$ cat config.mk
export PLATFORM = sky130hd
export DESIGN_NAME = uls_line_status
export DESIGN_NICKNAME = d
export VERILOG_FILES = /design/src/logic/uls_pkg.sv /design/src/logic/uls_line_status.sv
export SDC_FILE = /design/constraint.sdc
export NUM_CORES = 1
export LEC_CHECK = 0
export ABC_AREA = 1
export BUFFER_PORTS_ARGS = -buffer_cell sky130_fd_sc_hd__buf_2
export CAP_MARGIN = 40
export CORE_MARGIN = 1
export CORE_UTILIZATION = 30
export DETAILED_ROUTE_END_ITERATION = 16
export PLACE_DENSITY = 0.42
export SYNTH_ARGS = -nofsm -noshare
export SYNTH_HDL_FRONTEND = slang
export SYNTH_SLANG_ARGS = --single-unit
$ cat constraint.sdc
create_clock -name i_clk -period 10.4 [get_ports i_clk]
set_clock_uncertainty 0.15 [all_clocks]
set_input_delay 3.12 -clock i_clk [delete_from_list [all_inputs] [get_ports i_clk]]
set_output_delay 3.12 -clock i_clk [all_outputs]
set_load 0.01 [all_outputs]
$ cat src/logic/uls_pkg.sv
// Package of the serial line status block: register map, field positions,
// reset values, counts, state codes and carrier types.
// Assumes one 50 MHz clock and a synchronous active-high reset.
package uls_pkg;
	// ****************************************
	// Register offsets (byte addresses)
	// ****************************************
	localparam logic [7:0] ULS_ADDR_DATA = 8'h00; // Read pops receive FIFO, write loads holding reg
	localparam logic [7:0] ULS_ADDR_CTRL = 8'h04; // Control and configuration
	localparam logic [7:0] ULS_ADDR_IRQ_STAT = 8'h08; // Sticky interrupt status, write one to clear
	localparam logic [7:0] ULS_ADDR_IRQ_MASK = 8'h0c; // Interrupt mask, same layout
	localparam logic [7:0] ULS_ADDR_LINE_STATUS = 8'h14; // Line status, read clears error flags; FIFO error flag only once no errored entry is left

	// ****************************************
	// Line status field positions
	// ****************************************
	localparam int ULS_LS_RDA = 0; // Receive data available
	localparam int ULS_LS_OVR = 1; // Overrun error
	localparam int ULS_LS_PAR = 2; // Parity error
	localparam int ULS_LS_FRM = 3; // Framing error
	localparam int ULS_LS_BRK = 4; // Break detect
	localparam int ULS_LS_THE = 5; // Transmit holding empty
	localparam int ULS_LS_TAE = 6; // Transmitter all empty
	localparam int ULS_LS_RFE = 7; // Receive FIFO error flag
	localparam int ULS_LS_CTE = 8; // Card transmit nack error
	localparam int ULS_LS_W = 9;
	localparam logic [8:0] ULS_LS_RST = 9'h060; // Both transmit empties start at one

	// ****************************************
	// Control field positions and reset
	// ****************************************
	localparam int ULS_CTL_FIFO_EN = 0; // FIFO enable
	localparam int ULS_CTL_PAR_EN = 1; // Parity bit present
	localparam int ULS_CTL_PAR_ODD = 2; // Odd parity when set
	localparam int ULS_CTL_CARD_EN = 3; // Smart card T=0 mode
	localparam int ULS_CTL_TX_HOLDING_EMPTY_IE = 4; // Holding empty interrupt enable
	localparam int ULS_CTL_RETRY_LSB = 8; // Card retry limit, 3 bits
	localparam int ULS_CTL_DIV_LSB = 16; // Oversample divisor, 16 bits
	localparam logic [31:0] ULS_CTRL_RST = 32'h001b_0001; // Divisor 27, FIFO on
	localparam logic [31:0] ULS_CTRL_MASK = 32'hffff_071f; // Implemented control bits

	// ****************************************
	// Interrupt status bits
	// ****************************************
	localparam int ULS_IRQ_RX = 0; // Character stored
	localparam int ULS_IRQ_LINE = 1; // Overrun, parity, framing or break flag set
	localparam int ULS_IRQ_THE = 2; // Holding register drained
	localparam int ULS_IRQ_CARD = 3; // Card transmit error
	localparam int ULS_IRQ_W = 4;

	// ****************************************
	// Counts
	// ****************************************
	localparam int ULS_FIFO_DEPTH = 16; // Receive FIFO entries
	localparam int ULS_FIFO_AW = 4; // Pointer width
	localparam logic [3:0] ULS_OVS_LAST = 4'hf; // Sixteen ticks per bit
	localparam logic [3:0] ULS_OVS_MID = 4'h7; // Middle of start bit
	localparam logic [2:0] ULS_DATA_LAST = 3'h7; // Eight data bits

	// ****************************************
	// State codes and carriers
	// ****************************************
	typedef enum logic [5:0] {
		RX_IDLE = 6'h01, RX_START = 6'h02, RX_DATA = 6'h04,
		RX_PAR = 6'h08, RX_STOP = 6'h10, RX_BRK = 6'h20
	} uls_rx_state_t;
	typedef enum logic [4:0] {
		TX_IDLE = 5'h01, TX_START = 5'h02, TX_DATA = 5'h04, TX_PAR = 5'h08, TX_STOP = 5'h10
	} uls_tx_state_t;
	typedef struct packed {
		logic bi; // Break
		logic fe; // Framing error
		logic pe; // Parity error
		logic [7:0] data; // Character
	} uls_rx_entry_t;
	typedef struct packed {
		logic [7:0] addr; // Byte address
		logic [31:0] wdata; // Write data
		logic wr; // Write strobe
		logic rd; // Read strobe
	} uls_bus_req_t;
endpackage

$ cat src/logic/uls_line_status.sv
// Serial port line status logic with its receiver, receive FIFO, transmitter and interrupt.
// Assumes a register master on the same clock: one-cycle strobes, read data next cycle.
// Behaviour
// Card error after retry limit plus one nacks
// Errored character stored sets FIFO error flag
// FIFO error clears on read if none left
// All-empty only when holding and shift empty
// Holding empty sets when shift register loads
// Holding empty clears on CPU character write
// Holding empty interrupt while flag and enable
// Full all-zero character flags a break
// After break, wait for line high
// Low stop bit flags framing error
// Bad stop bit taken as next start
// Wrong parity bit flags parity error
// Status read clears break, framing, parity, overrun
// Overrun set when character arrives, FIFO full
// Overrun keeps FIFO, drops new character
// Data available while FIFO not empty
// Character errors reported for FIFO head
// Error visibility timing follows FIFO enable
// Read returns pre-clear values, set wins
//
// Strobed register access was chosen for this implementation.
`timescale 1ns/10ps
module uls_line_status (
	input wire logic i_clk,
	input wire logic i_sys_rst,
	input wire uls_pkg::uls_bus_req_t i_bus,
	output logic [31:0] o_rdata,
	input wire logic i_rx_serial_in,
	output logic o_tx_serial_out,
	input wire logic i_card_nack,
	output logic o_tx_holding_empty_irq,
	output logic o_irq
);
	// ****************************************
	// Package constants
	// ****************************************
	// Short local names for package values; the values themselves live only in the package
	localparam int ULS_IRQ_W = uls_pkg::ULS_IRQ_W, ULS_LS_W = uls_pkg::ULS_LS_W;
	localparam int ULS_FIFO_DEPTH = uls_pkg::ULS_FIFO_DEPTH, ULS_FIFO_AW = uls_pkg::ULS_FIFO_AW;
	localparam int ULS_CTL_FIFO_EN = uls_pkg::ULS_CTL_FIFO_EN, ULS_CTL_PAR_EN = uls_pkg::ULS_CTL_PAR_EN;
	localparam int ULS_CTL_PAR_ODD = uls_pkg::ULS_CTL_PAR_ODD, ULS_CTL_CARD_EN = uls_pkg::ULS_CTL_CARD_EN;
	localparam int ULS_CTL_TX_HOLDING_EMPTY_IE = uls_pkg::ULS_CTL_TX_HOLDING_EMPTY_IE, ULS_CTL_RETRY_LSB = uls_pkg::ULS_CTL_RETRY_LSB;
	localparam int ULS_CTL_DIV_LSB = uls_pkg::ULS_CTL_DIV_LSB;
	localparam int ULS_LS_RDA = uls_pkg::ULS_LS_RDA, ULS_LS_THE = uls_pkg::ULS_LS_THE;
	localparam int ULS_LS_TAE = uls_pkg::ULS_LS_TAE, ULS_LS_CTE = uls_pkg::ULS_LS_CTE;
	localparam logic [7:0] ULS_ADDR_DATA = uls_pkg::ULS_ADDR_DATA, ULS_ADDR_CTRL = uls_pkg::ULS_ADDR_CTRL;
	localparam logic [7:0] ULS_ADDR_IRQ_STAT = uls_pkg::ULS_ADDR_IRQ_STAT;
	localparam logic [7:0] ULS_ADDR_IRQ_MASK = uls_pkg::ULS_ADDR_IRQ_MASK;
	localparam logic [7:0] ULS_ADDR_LINE_STATUS = uls_pkg::ULS_ADDR_LINE_STATUS;
	localparam logic [31:0] ULS_CTRL_RST = uls_pkg::ULS_CTRL_RST, ULS_CTRL_MASK = uls_pkg::ULS_CTRL_MASK;
	localparam logic [3:0] ULS_OVS_LAST = uls_pkg::ULS_OVS_LAST, ULS_OVS_MID = uls_pkg::ULS_OVS_MID;
	localparam logic [2:0] ULS_DATA_LAST = uls_pkg::ULS_DATA_LAST;
	localparam uls_pkg::uls_rx_state_t RX_IDLE = uls_pkg::RX_IDLE, RX_START = uls_pkg::RX_START;
	localparam uls_pkg::uls_rx_state_t RX_DATA = uls_pkg::RX_DATA, RX_PAR = uls_pkg::RX_PAR;
	localparam uls_pkg::uls_rx_state_t RX_STOP = uls_pkg::RX_STOP, RX_BRK = uls_pkg::RX_BRK;
	localparam uls_pkg::uls_tx_state_t TX_IDLE = uls_pkg::TX_IDLE, TX_START = uls_pkg::TX_START;
	localparam uls_pkg::uls_tx_state_t TX_DATA = uls_pkg::TX_DATA, TX_PAR = uls_pkg::TX_PAR;
	localparam uls_pkg::uls_tx_state_t TX_STOP = uls_pkg::TX_STOP;

	// ****************************************
	// Declarations
	// ****************************************
	logic [31:0] ctrl_r; // Control register
	logic [ULS_IRQ_W-1:0] irq_stat_r; // Sticky interrupt status
	logic [ULS_IRQ_W-1:0] irq_mask_r; // Interrupt mask
	logic [ULS_IRQ_W-1:0] irq_set; // Interrupt events this cycle
	logic [15:0] div_cnt_r; // Oversample divider
	logic tick; // One-cycle oversample enable
	logic [2:0] rx_sync_r; // Three-stage input synchroniser
	logic rx_level_r; // Filtered line level
	uls_pkg::uls_rx_state_t rx_state_r;
	logic [3:0] rx_ovs_r; // Ticks within a bit
	logic [2:0] rx_bit_r; // Data bit index
	logic [7:0] rx_shift_reg; // Receive shift register
	logic rx_par_r; // Received parity bit
	logic rx_zero_r; // Every bit so far low
	logic frame_done; // Stop bit sampled
	uls_pkg::uls_rx_entry_t rx_entry; // Character assembled this cycle
	uls_pkg::uls_rx_entry_t rx_buffer_fifo [ULS_FIFO_DEPTH]; // Receive FIFO storage
	logic [ULS_FIFO_AW-1:0] wr_ptr_r;
	logic [ULS_FIFO_AW-1:0] rd_ptr_r;
	logic [ULS_FIFO_AW:0] count_r; // Stored characters
	logic [ULS_FIFO_AW:0] err_cnt_r; // Stored characters carrying an error
	logic fifo_full;
	logic push_ok;
	logic pop;
	uls_pkg::uls_rx_entry_t head; // Entry at the FIFO head
	logic head_new; // A different entry becomes head
	uls_pkg::uls_rx_entry_t new_head;
	logic ls_read; // Line status read this cycle
	logic ovr_r, par_r, frm_r, brk_r, rfe_r, cte_r; // Line status flags
	logic [ULS_LS_W-1:0] ls_vec; // Line status as read
	logic [7:0] tx_holding_reg;
	logic thr_valid_r; // Holding register full
	logic thr_write; // CPU writes a character
	uls_pkg::uls_tx_state_t tx_state_r;
	logic [7:0] tx_shift_reg;
	logic [3:0] tx_ovs_r;
	logic [2:0] tx_bit_r;
	logic tx_par_r; // Parity of the character, set when the shift register loads
	logic tsr_load; // Holding register moves into shift register
	logic tx_holding_empty, tx_all_empty;
	logic [3:0] nack_cnt_r; // Card nacks for current character
	logic card_err_set;
	logic line_err_set;

	// Even parity of a byte, xor'd with the odd selection
	function automatic logic par_of(input logic [7:0] d, input logic odd);
		par_of = (^d) ^ odd;
	endfunction

	// ****************************************
	// Baud tick divider
	// ****************************************
	assign tick = (div_cnt_r == 16'h0000);
	// Divisor of zero behaves as one so the receiver never stalls
	always_ff @(posedge i_clk)
	begin
		if (i_sys_rst || tick)
			div_cnt_r <= (ctrl_r[ULS_CTL_DIV_LSB +: 16] == 16'h0000) ? 16'h0000
				: ctrl_r[ULS_CTL_DIV_LSB +: 16] - 16'h0001;
		else
			div_cnt_r <= div_cnt_r - 16'h0001;
	end

	// ****************************************
	// Input synchroniser
	// ****************************************
	// A level counts only once the second and third stages agree
	always_ff @(posedge i_clk)
	begin
		if (i_sys_rst)
		begin
			rx_sync_r <= 3'h7;
			rx_level_r <= 1'b1;
		end
		else
		begin
			rx_sync_r <= {rx_sync_r[1:0], i_rx_serial_in};
			if (rx_sync_r[1] == rx_sync_r[2])
				rx_level_r <= rx_sync_r[2];
		end
	end

	// ****************************************
	// Receiver
	// ****************************************
	assign frame_done = tick && (rx_state_r == RX_STOP) && (rx_ovs_r == ULS_OVS_LAST);
	// Break needs every bit low including the stop bit
	assign rx_entry.bi = rx_zero_r && !rx_level_r;
	assign rx_entry.fe = !rx_level_r && !rx_entry.bi;
	assign rx_entry.pe = ctrl_r[ULS_CTL_PAR_EN] && !rx_entry.bi
		&& (rx_par_r != par_of(rx_shift_reg, ctrl_r[ULS_CTL_PAR_ODD]));
	assign rx_entry.data = rx_shift_reg;

	// Sampling walks from mid start bit to mid of each later bit
	always_ff @(posedge i_clk)
	begin
		if (i_sys_rst)
		begin
			rx_state_r <= RX_IDLE;
			rx_ovs_r <= 4'h0;
			rx_bit_r <= 3'h0;
			rx_shift_reg <= 8'h00;
			rx_par_r <= 1'b0;
			rx_zero_r <= 1'b0;
		end
		else
		begin
			case (rx_state_r)
				RX_IDLE:
				begin
					rx_ovs_r <= 4'h0;
					if (!rx_level_r)
						rx_state_r <= RX_START;
				end
				RX_BRK:
				begin
					// Stay deaf until the line marks again
					if (rx_level_r)
						rx_state_r <= RX_IDLE;
				end
				default:
				begin
					if (tick)
					begin
						rx_ovs_r <= rx_ovs_r + 4'h1;
						if (rx_state_r == RX_START && rx_ovs_r == ULS_OVS_MID)
						begin
							// A short glitch is not a start bit
							rx_ovs_r <= 4'h0;
							rx_bit_r <= 3'h0;
							rx_zero_r <= 1'b1;
							rx_state_r <= rx_level_r ? RX_IDLE : RX_DATA;
						end
						else if (rx_state_r != RX_START && rx_ovs_r == ULS_OVS_LAST)
						begin
							rx_zero_r <= rx_zero_r && !rx_level_r;
							case (rx_state_r)
								RX_DATA:
								begin
									rx_shift_reg <= {rx_level_r, rx_shift_reg[7:1]};
									rx_bit_r <= rx_bit_r + 3'h1;
									if (rx_bit_r == ULS_DATA_LAST)
										rx_state_r <= ctrl_r[ULS_CTL_PAR_EN] ? RX_PAR : RX_STOP;
								end
								RX_PAR:
								begin
									rx_par_r <= rx_level_r;
									rx_state_r <= RX_STOP;
								end
								default:
								begin
									if (rx_entry.bi)
										rx_state_r <= RX_BRK;
									else if (rx_entry.fe)
									begin
										// Bad stop bit is mid of a new start bit
										rx_state_r <= RX_DATA;
										rx_bit_r <= 3'h0;
										rx_zero_r <= 1'b1;
									end
									else
										rx_state_r <= RX_IDLE;
								end
							endcase
						end
					end
				end
			endcase
		end
	end

	// ****************************************
	// Receive FIFO
	// ****************************************
	// With the FIFO off it holds a single character
	assign fifo_full = ctrl_r[ULS_CTL_FIFO_EN] ? (count_r == 5'h10) : (count_r != 5'h00);
	assign push_ok = frame_done && !fifo_full;
	assign pop = i_bus.rd && (i_bus.addr == ULS_ADDR_DATA) && (count_r != 5'h00);
	assign head = rx_buffer_fifo[rd_ptr_r];
	assign ls_read = i_bus.rd && (i_bus.addr == ULS_ADDR_LINE_STATUS);

	// Errors surface when their character reaches the head, so timing follows FIFO mode
	always_comb
	begin
		head_new = 1'b0;
		new_head = rx_entry;
		if (push_ok && (count_r == 5'h00 || (pop && count_r == 5'h01)))
			head_new = 1'b1;
		else if (pop && count_r > 5'h01)
		begin
			head_new = 1'b1;
			new_head = rx_buffer_fifo[rd_ptr_r + 4'h1];
		end
	end

	// Storage has no reset; only the pointers matter
	always_ff @(posedge i_clk)
	begin
		if (push_ok)
			rx_buffer_fifo[wr_ptr_r] <= rx_entry;
	end

	// Pointers, occupancy and count of errored entries
	always_ff @(posedge i_clk)
	begin
		if (i_sys_rst)
		begin
			wr_ptr_r <= 4'h0;
			rd_ptr_r <= 4'h0;
			count_r <= 5'h00;
			err_cnt_r <= 5'h00;
		end
		else
		begin
			if (push_ok)
				wr_ptr_r <= wr_ptr_r + 4'h1;
			if (pop)
				rd_ptr_r <= rd_ptr_r + 4'h1;
			count_r <= count_r + {4'h0, push_ok} - {4'h0, pop};
			err_cnt_r <= err_cnt_r + {4'h0, push_ok && (rx_entry.bi || rx_entry.fe || rx_entry.pe)}
				- {4'h0, pop && (head.bi || head.fe || head.pe)};
		end
	end

	// ****************************************
	// Line status flags
	// ****************************************
	assign ls_vec = {cte_r, rfe_r, tx_all_empty, tx_holding_empty, brk_r, frm_r, par_r, ovr_r,
		count_r != 5'h00};
	assign line_err_set = (frame_done && fifo_full) || (head_new && (new_head.bi || new_head.fe || new_head.pe));

	// Read clears after capture; a set in the same cycle wins
	always_ff @(posedge i_clk)
	begin
		if (i_sys_rst)
		begin
			ovr_r <= 1'b0;
			par_r <= 1'b0;
			frm_r <= 1'b0;
			brk_r <= 1'b0;
			rfe_r <= 1'b0;
			cte_r <= 1'b0;
		end
		else
		begin
			ovr_r <= (ovr_r && !ls_read) || (frame_done && fifo_full);
			par_r <= (par_r && !ls_read) || (head_new && new_head.pe);
			frm_r <= (frm_r && !ls_read) || (head_new && new_head.fe);
			brk_r <= (brk_r && !ls_read) || (head_new && new_head.bi);
			cte_r <= (cte_r && !ls_read) || card_err_set;
			if (!ctrl_r[ULS_CTL_FIFO_EN])
				rfe_r <= 1'b0;
			else if (push_ok && (rx_entry.bi || rx_entry.fe || rx_entry.pe))
				rfe_r <= 1'b1;
			else if (ls_read && err_cnt_r == 5'h00)
				rfe_r <= 1'b0;
		end
	end

	// ****************************************
	// Transmitter
	// ****************************************
	assign thr_write = i_bus.wr && (i_bus.addr == ULS_ADDR_DATA);
	assign tsr_load = (tx_state_r == TX_IDLE) && thr_valid_r;
	assign tx_holding_empty = !thr_valid_r;
	assign tx_all_empty = !thr_valid_r && (tx_state_r == TX_IDLE);

	// Holding register: a write fills it, a shift load drains it
	always_ff @(posedge i_clk)
	begin
		if (i_sys_rst)
		begin
			thr_valid_r <= 1'b0;
			tx_holding_reg <= 8'h00;
		end
		else if (thr_write)
		begin
			thr_valid_r <= 1'b1;
			tx_holding_reg <= i_bus.wdata[7:0];
		end
		else if (tsr_load)
			thr_valid_r <= 1'b0;
	end

	// Shift register sends start, data, parity and stop, sixteen ticks each
	always_ff @(posedge i_clk)
	begin
		if (i_sys_rst)
		begin
			tx_state_r <= TX_IDLE;
			tx_shift_reg <= 8'h00;
			tx_ovs_r <= 4'h0;
			tx_bit_r <= 3'h0;
			tx_par_r <= 1'b0;
			o_tx_serial_out <= 1'b1;
		end
		else if (tsr_load)
		begin
			tx_state_r <= TX_START;
			tx_shift_reg <= tx_holding_reg;
			tx_par_r <= par_of(tx_holding_reg, ctrl_r[ULS_CTL_PAR_ODD]);
			tx_ovs_r <= 4'h0;
			tx_bit_r <= 3'h0;
			o_tx_serial_out <= 1'b0;
		end
		else if (tick && tx_state_r != TX_IDLE)
		begin
			tx_ovs_r <= tx_ovs_r + 4'h1;
			if (tx_ovs_r == ULS_OVS_LAST)
			begin
				case (tx_state_r)
					TX_START:
					begin
						tx_state_r <= TX_DATA;
						o_tx_serial_out <= tx_shift_reg[0];
					end
					TX_DATA:
					begin
						tx_bit_r <= tx_bit_r + 3'h1;
						tx_shift_reg <= {1'b0, tx_shift_reg[7:1]};
						o_tx_serial_out <= tx_shift_reg[1];
						if (tx_bit_r == ULS_DATA_LAST)
						begin
							tx_state_r <= ctrl_r[ULS_CTL_PAR_EN] ? TX_PAR : TX_STOP;
							o_tx_serial_out <= ctrl_r[ULS_CTL_PAR_EN] ? tx_par_r : 1'b1;
						end
					end
					TX_PAR:
					begin
						tx_state_r <= TX_STOP;
						o_tx_serial_out <= 1'b1;
					end
					default:
						tx_state_r <= TX_IDLE;
				endcase
			end
		end
	end

	// ****************************************
	// Smart card retry count
	// ****************************************
	// Counter saturates so a stuck card cannot wrap it back below the limit
	assign card_err_set = ctrl_r[ULS_CTL_CARD_EN] && i_card_nack
		&& (nack_cnt_r == {1'b0, ctrl_r[ULS_CTL_RETRY_LSB +: 3]});
	always_ff @(posedge i_clk)
	begin
		if (i_sys_rst || tsr_load)
			nack_cnt_r <= 4'h0;
		else if (ctrl_r[ULS_CTL_CARD_EN] && i_card_nack && nack_cnt_r != 4'hf)
			nack_cnt_r <= nack_cnt_r + 4'h1;
	end

	// ****************************************
	// Registers, read port and interrupt
	// ****************************************
	assign irq_set = {card_err_set, tsr_load, line_err_set, push_ok};
	assign o_tx_holding_empty_irq = tx_holding_empty && ctrl_r[ULS_CTL_TX_HOLDING_EMPTY_IE];
	assign o_irq = (|(irq_stat_r & irq_mask_r)) || o_tx_holding_empty_irq;

	// Control, mask and write-one-to-clear status
	always_ff @(posedge i_clk)
	begin
		if (i_sys_rst)
		begin
			ctrl_r <= ULS_CTRL_RST;
			irq_mask_r <= 4'h0;
			irq_stat_r <= 4'h0;
		end
		else
		begin
			if (i_bus.wr && i_bus.addr == ULS_ADDR_CTRL)
				ctrl_r <= i_bus.wdata & ULS_CTRL_MASK;
			if (i_bus.wr && i_bus.addr == ULS_ADDR_IRQ_MASK)
				irq_mask_r <= i_bus.wdata[ULS_IRQ_W-1:0];
			// Event in the clearing cycle survives
			irq_stat_r <= (irq_stat_r & ~((i_bus.wr && i_bus.addr == ULS_ADDR_IRQ_STAT)
				? i_bus.wdata[ULS_IRQ_W-1:0] : 4'h0)) | irq_set;
		end
	end

	// Read data stands one cycle; unmapped or idle reads as zero
	always_ff @(posedge i_clk)
	begin
		if (i_sys_rst || !i_bus.rd)
			o_rdata <= 32'h0000_0000;
		else
		begin
			case (i_bus.addr)
				ULS_ADDR_DATA: o_rdata <= {24'h000000, head.data};
				ULS_ADDR_CTRL: o_rdata <= ctrl_r;
				ULS_ADDR_IRQ_STAT: o_rdata <= {28'h0000000, irq_stat_r};
				ULS_ADDR_IRQ_MASK: o_rdata <= {28'h0000000, irq_mask_r};
				ULS_ADDR_LINE_STATUS: o_rdata <= {23'h000000, ls_vec};
				default: o_rdata <= 32'h0000_0000;
			endcase
		end
	end
endmodule

==> qor.log <==
[status] status finished clean
[yosys] sequential area share after synthesis 0.5742
[routing] final routed DRC violation total 0
[routing] post-route ant nets 0
[cells_and_area] total of fill cells in the finished design 5,098
[setup_path] Critical Path Source i_bus[41]
[placement] Placer Congestion 0.8031
[timing] actual transition at the worst max-transition pin 0.8781 ns
[cells_and_area] top flop regs rx_buffer_fifo x176, o_rdata x27, ctrl_r x24
[setup_path] critical path's slowest cell sky130_fd_sc_hd__nor3_1
[timing] post-route clock period utilization 0.5879
[clock_network] TritonCTS clock tree done
[floorplan] placement row count 81
[clock_network] CTS Hold Buffers Added 0
[cells_and_area] register name with the most flops rx_buffer_fifo
[yosys] prevailing post-synth register cell sky130_fd_sc_hd__edfxtp_1
[global_route] vias in the first global route 10,915
[routing] vias after detailed routing 11,363
[min_path] class of the most critical hold timing path flop to flop
[floorplan] placeable core region 0.04905 sq mm
[routing] Starting DRT DRC Count 724
[setup_path] worst setup path category primary input to flop
[pwr] Leak Pwr 6.293 nW
[floorplan] die span in x 225.3 um
[clock_network] TritonCTS buffer count 39
[routing] post-detailed-route via-to-cell ratio 4.746
[setup_path] CP Max Fanout 15
[flow_run] number of violations of the max-capacitance limit 0
[yosys] EDFF count, synth 176
[cells_and_area] share of cells above drive strength 1 0.1214
[yosys] Mapped Cells 1,622
[global_route] global route overflow 0
[timing] setup tns final 0 ns
[cells_and_area] diode insertion count for antenna repair 0
[timing] Final setup violation count 0
[floorplan] effective utilization at floorplan 0.3049
[setup_path] arrival time at the worst endpoint 6.38 ns
[cells_and_area] highest-count cells in the layout ignoring fill and taps 214 x sky130_fd_sc_hd__nor2_1, 211 x sky130_fd_sc_hd__nand2_1, 181 x sky130_fd_sc_hd__o21ai_0
[timing] final worst path period need 6.114 ns
[routing] average wire per cell in the routed design 17.09 um
[yosys] Yosys warning total 0
[cells_and_area] Final nets 1,777
[clock_network] clock latency reported for the late side of the worst-skew pair 0.54 ns
[cells_and_area] number of flip-flops under the largest register name 176
[setup_path] setup slack of the worst register-to-register path 5.84 ns
[setup_path] reg2reg path depth 16
[yosys] average footprint of a synthesized cell 9.221 sq um
[global_route] first-pass GRT wire length 64,010 um
[timing] RSZ-0062 raised after global routing false
[yosys] area share of the largest cell type after synthesis 0.3534
[floorplan] die height 225.3 um
[pwr] ratio of total power to cell area 164.4 mW/mm^2
[clock_network] maximum number of buffers from clock root to sink 3
[clock_network] clock tree sinks 341
[floorplan] I/O pin count 81
[global_route] largest net degree at the start of global routing 77
[clock_network] post-CTS clock slew at the launch and capture registers of the worst setup and hold paths 0.06 ns
[placement] count of buffers from port buffering 70
[timing] achievable clock frequency 0.1636 GHz
[setup_path] type of element launching the critical path primary input
[yosys] post-synthesis cell type with the largest combined area sky130_fd_sc_hd__edfxtp_1
[yosys] Synth cell types 54
[timing] Hold Fails Final Rpt 0
[pwr] Max IR drop VDD 0.00009397 V
[routing] length of the first detailed-routing pass in iterations 5
[setup_path] Worst setup EP type flop
[setup_path] CP cell instances buf_2 > nor2_1 > nand2_1 > nor2_2 > buf_4 > nand3_1 > nor3_1 > ha_1 > inv_1 > ha_1 > inv_1 > fa_1 > nor3_1 > a211oi_1 > o21ai_0 > a21oi_1
[floorplan] die area 0.05075 sq mm
[yosys] netlist area before placement 0.01496 sq mm
[clock_network] Clock H-tree levels 2
[setup_path] endpoint of the worst register-to-register path err_cnt_r[4]
[timing] Worst slew margin 0.4146
[setup_path] data required time at the worst endpoint 10.67 ns
[clock_network] Clk Tree Root Cell sky130_fd_sc_hd__clkbuf_16
[yosys] largest cells by area after synthesis sky130_fd_sc_hd__edfxtp_1 35%, sky130_fd_sc_hd__dfxtp_1 22%, sky130_fd_sc_hd__o21ai_0 6.1%
[global_route] number of antenna violations at the first check in global routing 0
[setup_path] worst stage delay on the critical path 0.61 ns
[clock_network] setup bufs post-CTS 0
[cells_and_area] commonest non-fill, non-tap cell in the layout sky130_fd_sc_hd__nor2_1
[global_route] total global routing track utilization 0.1634
[yosys] async set-reset flop share out of synthesis 0
[timing] final-report max-slew violation count 0
[placement] final HPWL from detailed placement 27,390 um
[timing] hold slack final 0.2582 ns
[routing] wirelength, routed 40,920 um
[cells_and_area] layout overhead on the synthesized area 15.84%
[setup_path] last element of the critical path err_cnt_r[4]
[clock_network] post_cts resized 0
[yosys] flop and latch count out of synthesis 341
==> Yosys cell counts (11+ instances only) <==
master,instances
sky130_fd_sc_hd__nor3_1,21
sky130_fd_sc_hd__o21ai_0,181
sky130_fd_sc_hd__inv_1,149
sky130_fd_sc_hd__xor2_1,27
sky130_fd_sc_hd__nand3_1,83
sky130_fd_sc_hd__inv_2,16
sky130_fd_sc_hd__nand4_1,18
sky130_fd_sc_hd__buf_2,18
sky130_fd_sc_hd__o22ai_1,27
sky130_fd_sc_hd__nor2_1,220
sky130_fd_sc_hd__o21ai_1,13
sky130_fd_sc_hd__a21oi_1,105
sky130_fd_sc_hd__nand2_1,211
sky130_fd_sc_hd__clkbuf_1,39
sky130_fd_sc_hd__xnor2_1,11
sky130_fd_sc_hd__dfxtp_1,165
sky130_fd_sc_hd__ha_1,28
sky130_fd_sc_hd__o211ai_1,18
sky130_fd_sc_hd__edfxtp_1,176
==> through the flow <==
step                instances  utilization  power, W  cell area (sq um)  worst slack [ns]
floorplan                1626            -  0.001544              14970             4.751
global placement         2317       0.3272  0.001579              16050             3.679
detailed placement       2324       0.3292  0.001580              16150             3.704
CTS                      2394       0.3532  0.002893              17330             4.277
global route             2394       0.3532  0.002954              17330             3.890
finish                   2394       0.3532  0.002848              17330             4.286
==> metal layers <==
metal  global-route usage  share of wire
met1               0.2340           0.49
met5                    0              0
met3              0.02021          0.036
met2               0.2591           0.45
met4              0.04345          0.018
==> layout make-up <==
class / instances / area [sq um] / share of cell area
Multi-Input combinational cell: 1049 / 5470 / 0.3157
Tap cell: 664 / 830.8 / 0.04795
Clock buffer: 59 / 1101 / 0.06355
Inverter: 171 / 643.1 / 0.03712
Clock inverter: 11 / 78.83 / 0.004549
Timing Repair Buffer: 99 / 613.1 / 0.03538
Sequential cell: 341 / 8589 / 0.4957
==> critical path, delay by kind of cell <==
| kind | cells | cell delay, ns |
|---|---|---|
| simple gates | 6 | 1.66 |
| fa+ha+maj | 3 | 0.89 |
| compound gates | 3 | 0.27 |
| buf+inv | 4 | 0.45 |
==> worst min path at each step <==
stage,from,end,depth (start not counted)
after floorplan,rx_sync_r[0],rx_sync_r[1],1
final,rx_sync_r[0],rx_sync_r[1],1
after detailed placement,rx_sync_r[0],rx_sync_r[1],1
after global routing,rx_sync_r[0],rx_sync_r[1],1
after CTS,rx_sync_r[0],rx_sync_r[1],1
after global placement,rx_sync_r[0],rx_sync_r[1],1
==> logic make-up (layout without fill, tap and decap cells) <==
group / after synthesis / in the layout / synth area share
simple gates: 593 / 593 / 0.1738
fa+ha+maj: 30 / 30 / 0.02610
compound gates: 383 / 383 / 0.1413
other cells: 1 / 5 / 0.0002507
buf+inv: 236 / 340 / 0.06207
flops: 341 / 341 / 0.5742
xor+xnor: 38 / 38 / 0.02225
==> power breakdown <==
| part | internal [W] | total [W] | switching (W) |
|---|---|---|---|
| registers | 0.00141 | 0.00142 | 0.00000844 |
| clock network | 0.000753 | 0.00130 | 0.000543 |
| logic | 0.0000407 | 0.000130 | 0.0000897 |
No activity file was read; power rests on OpenSTA's default activity.
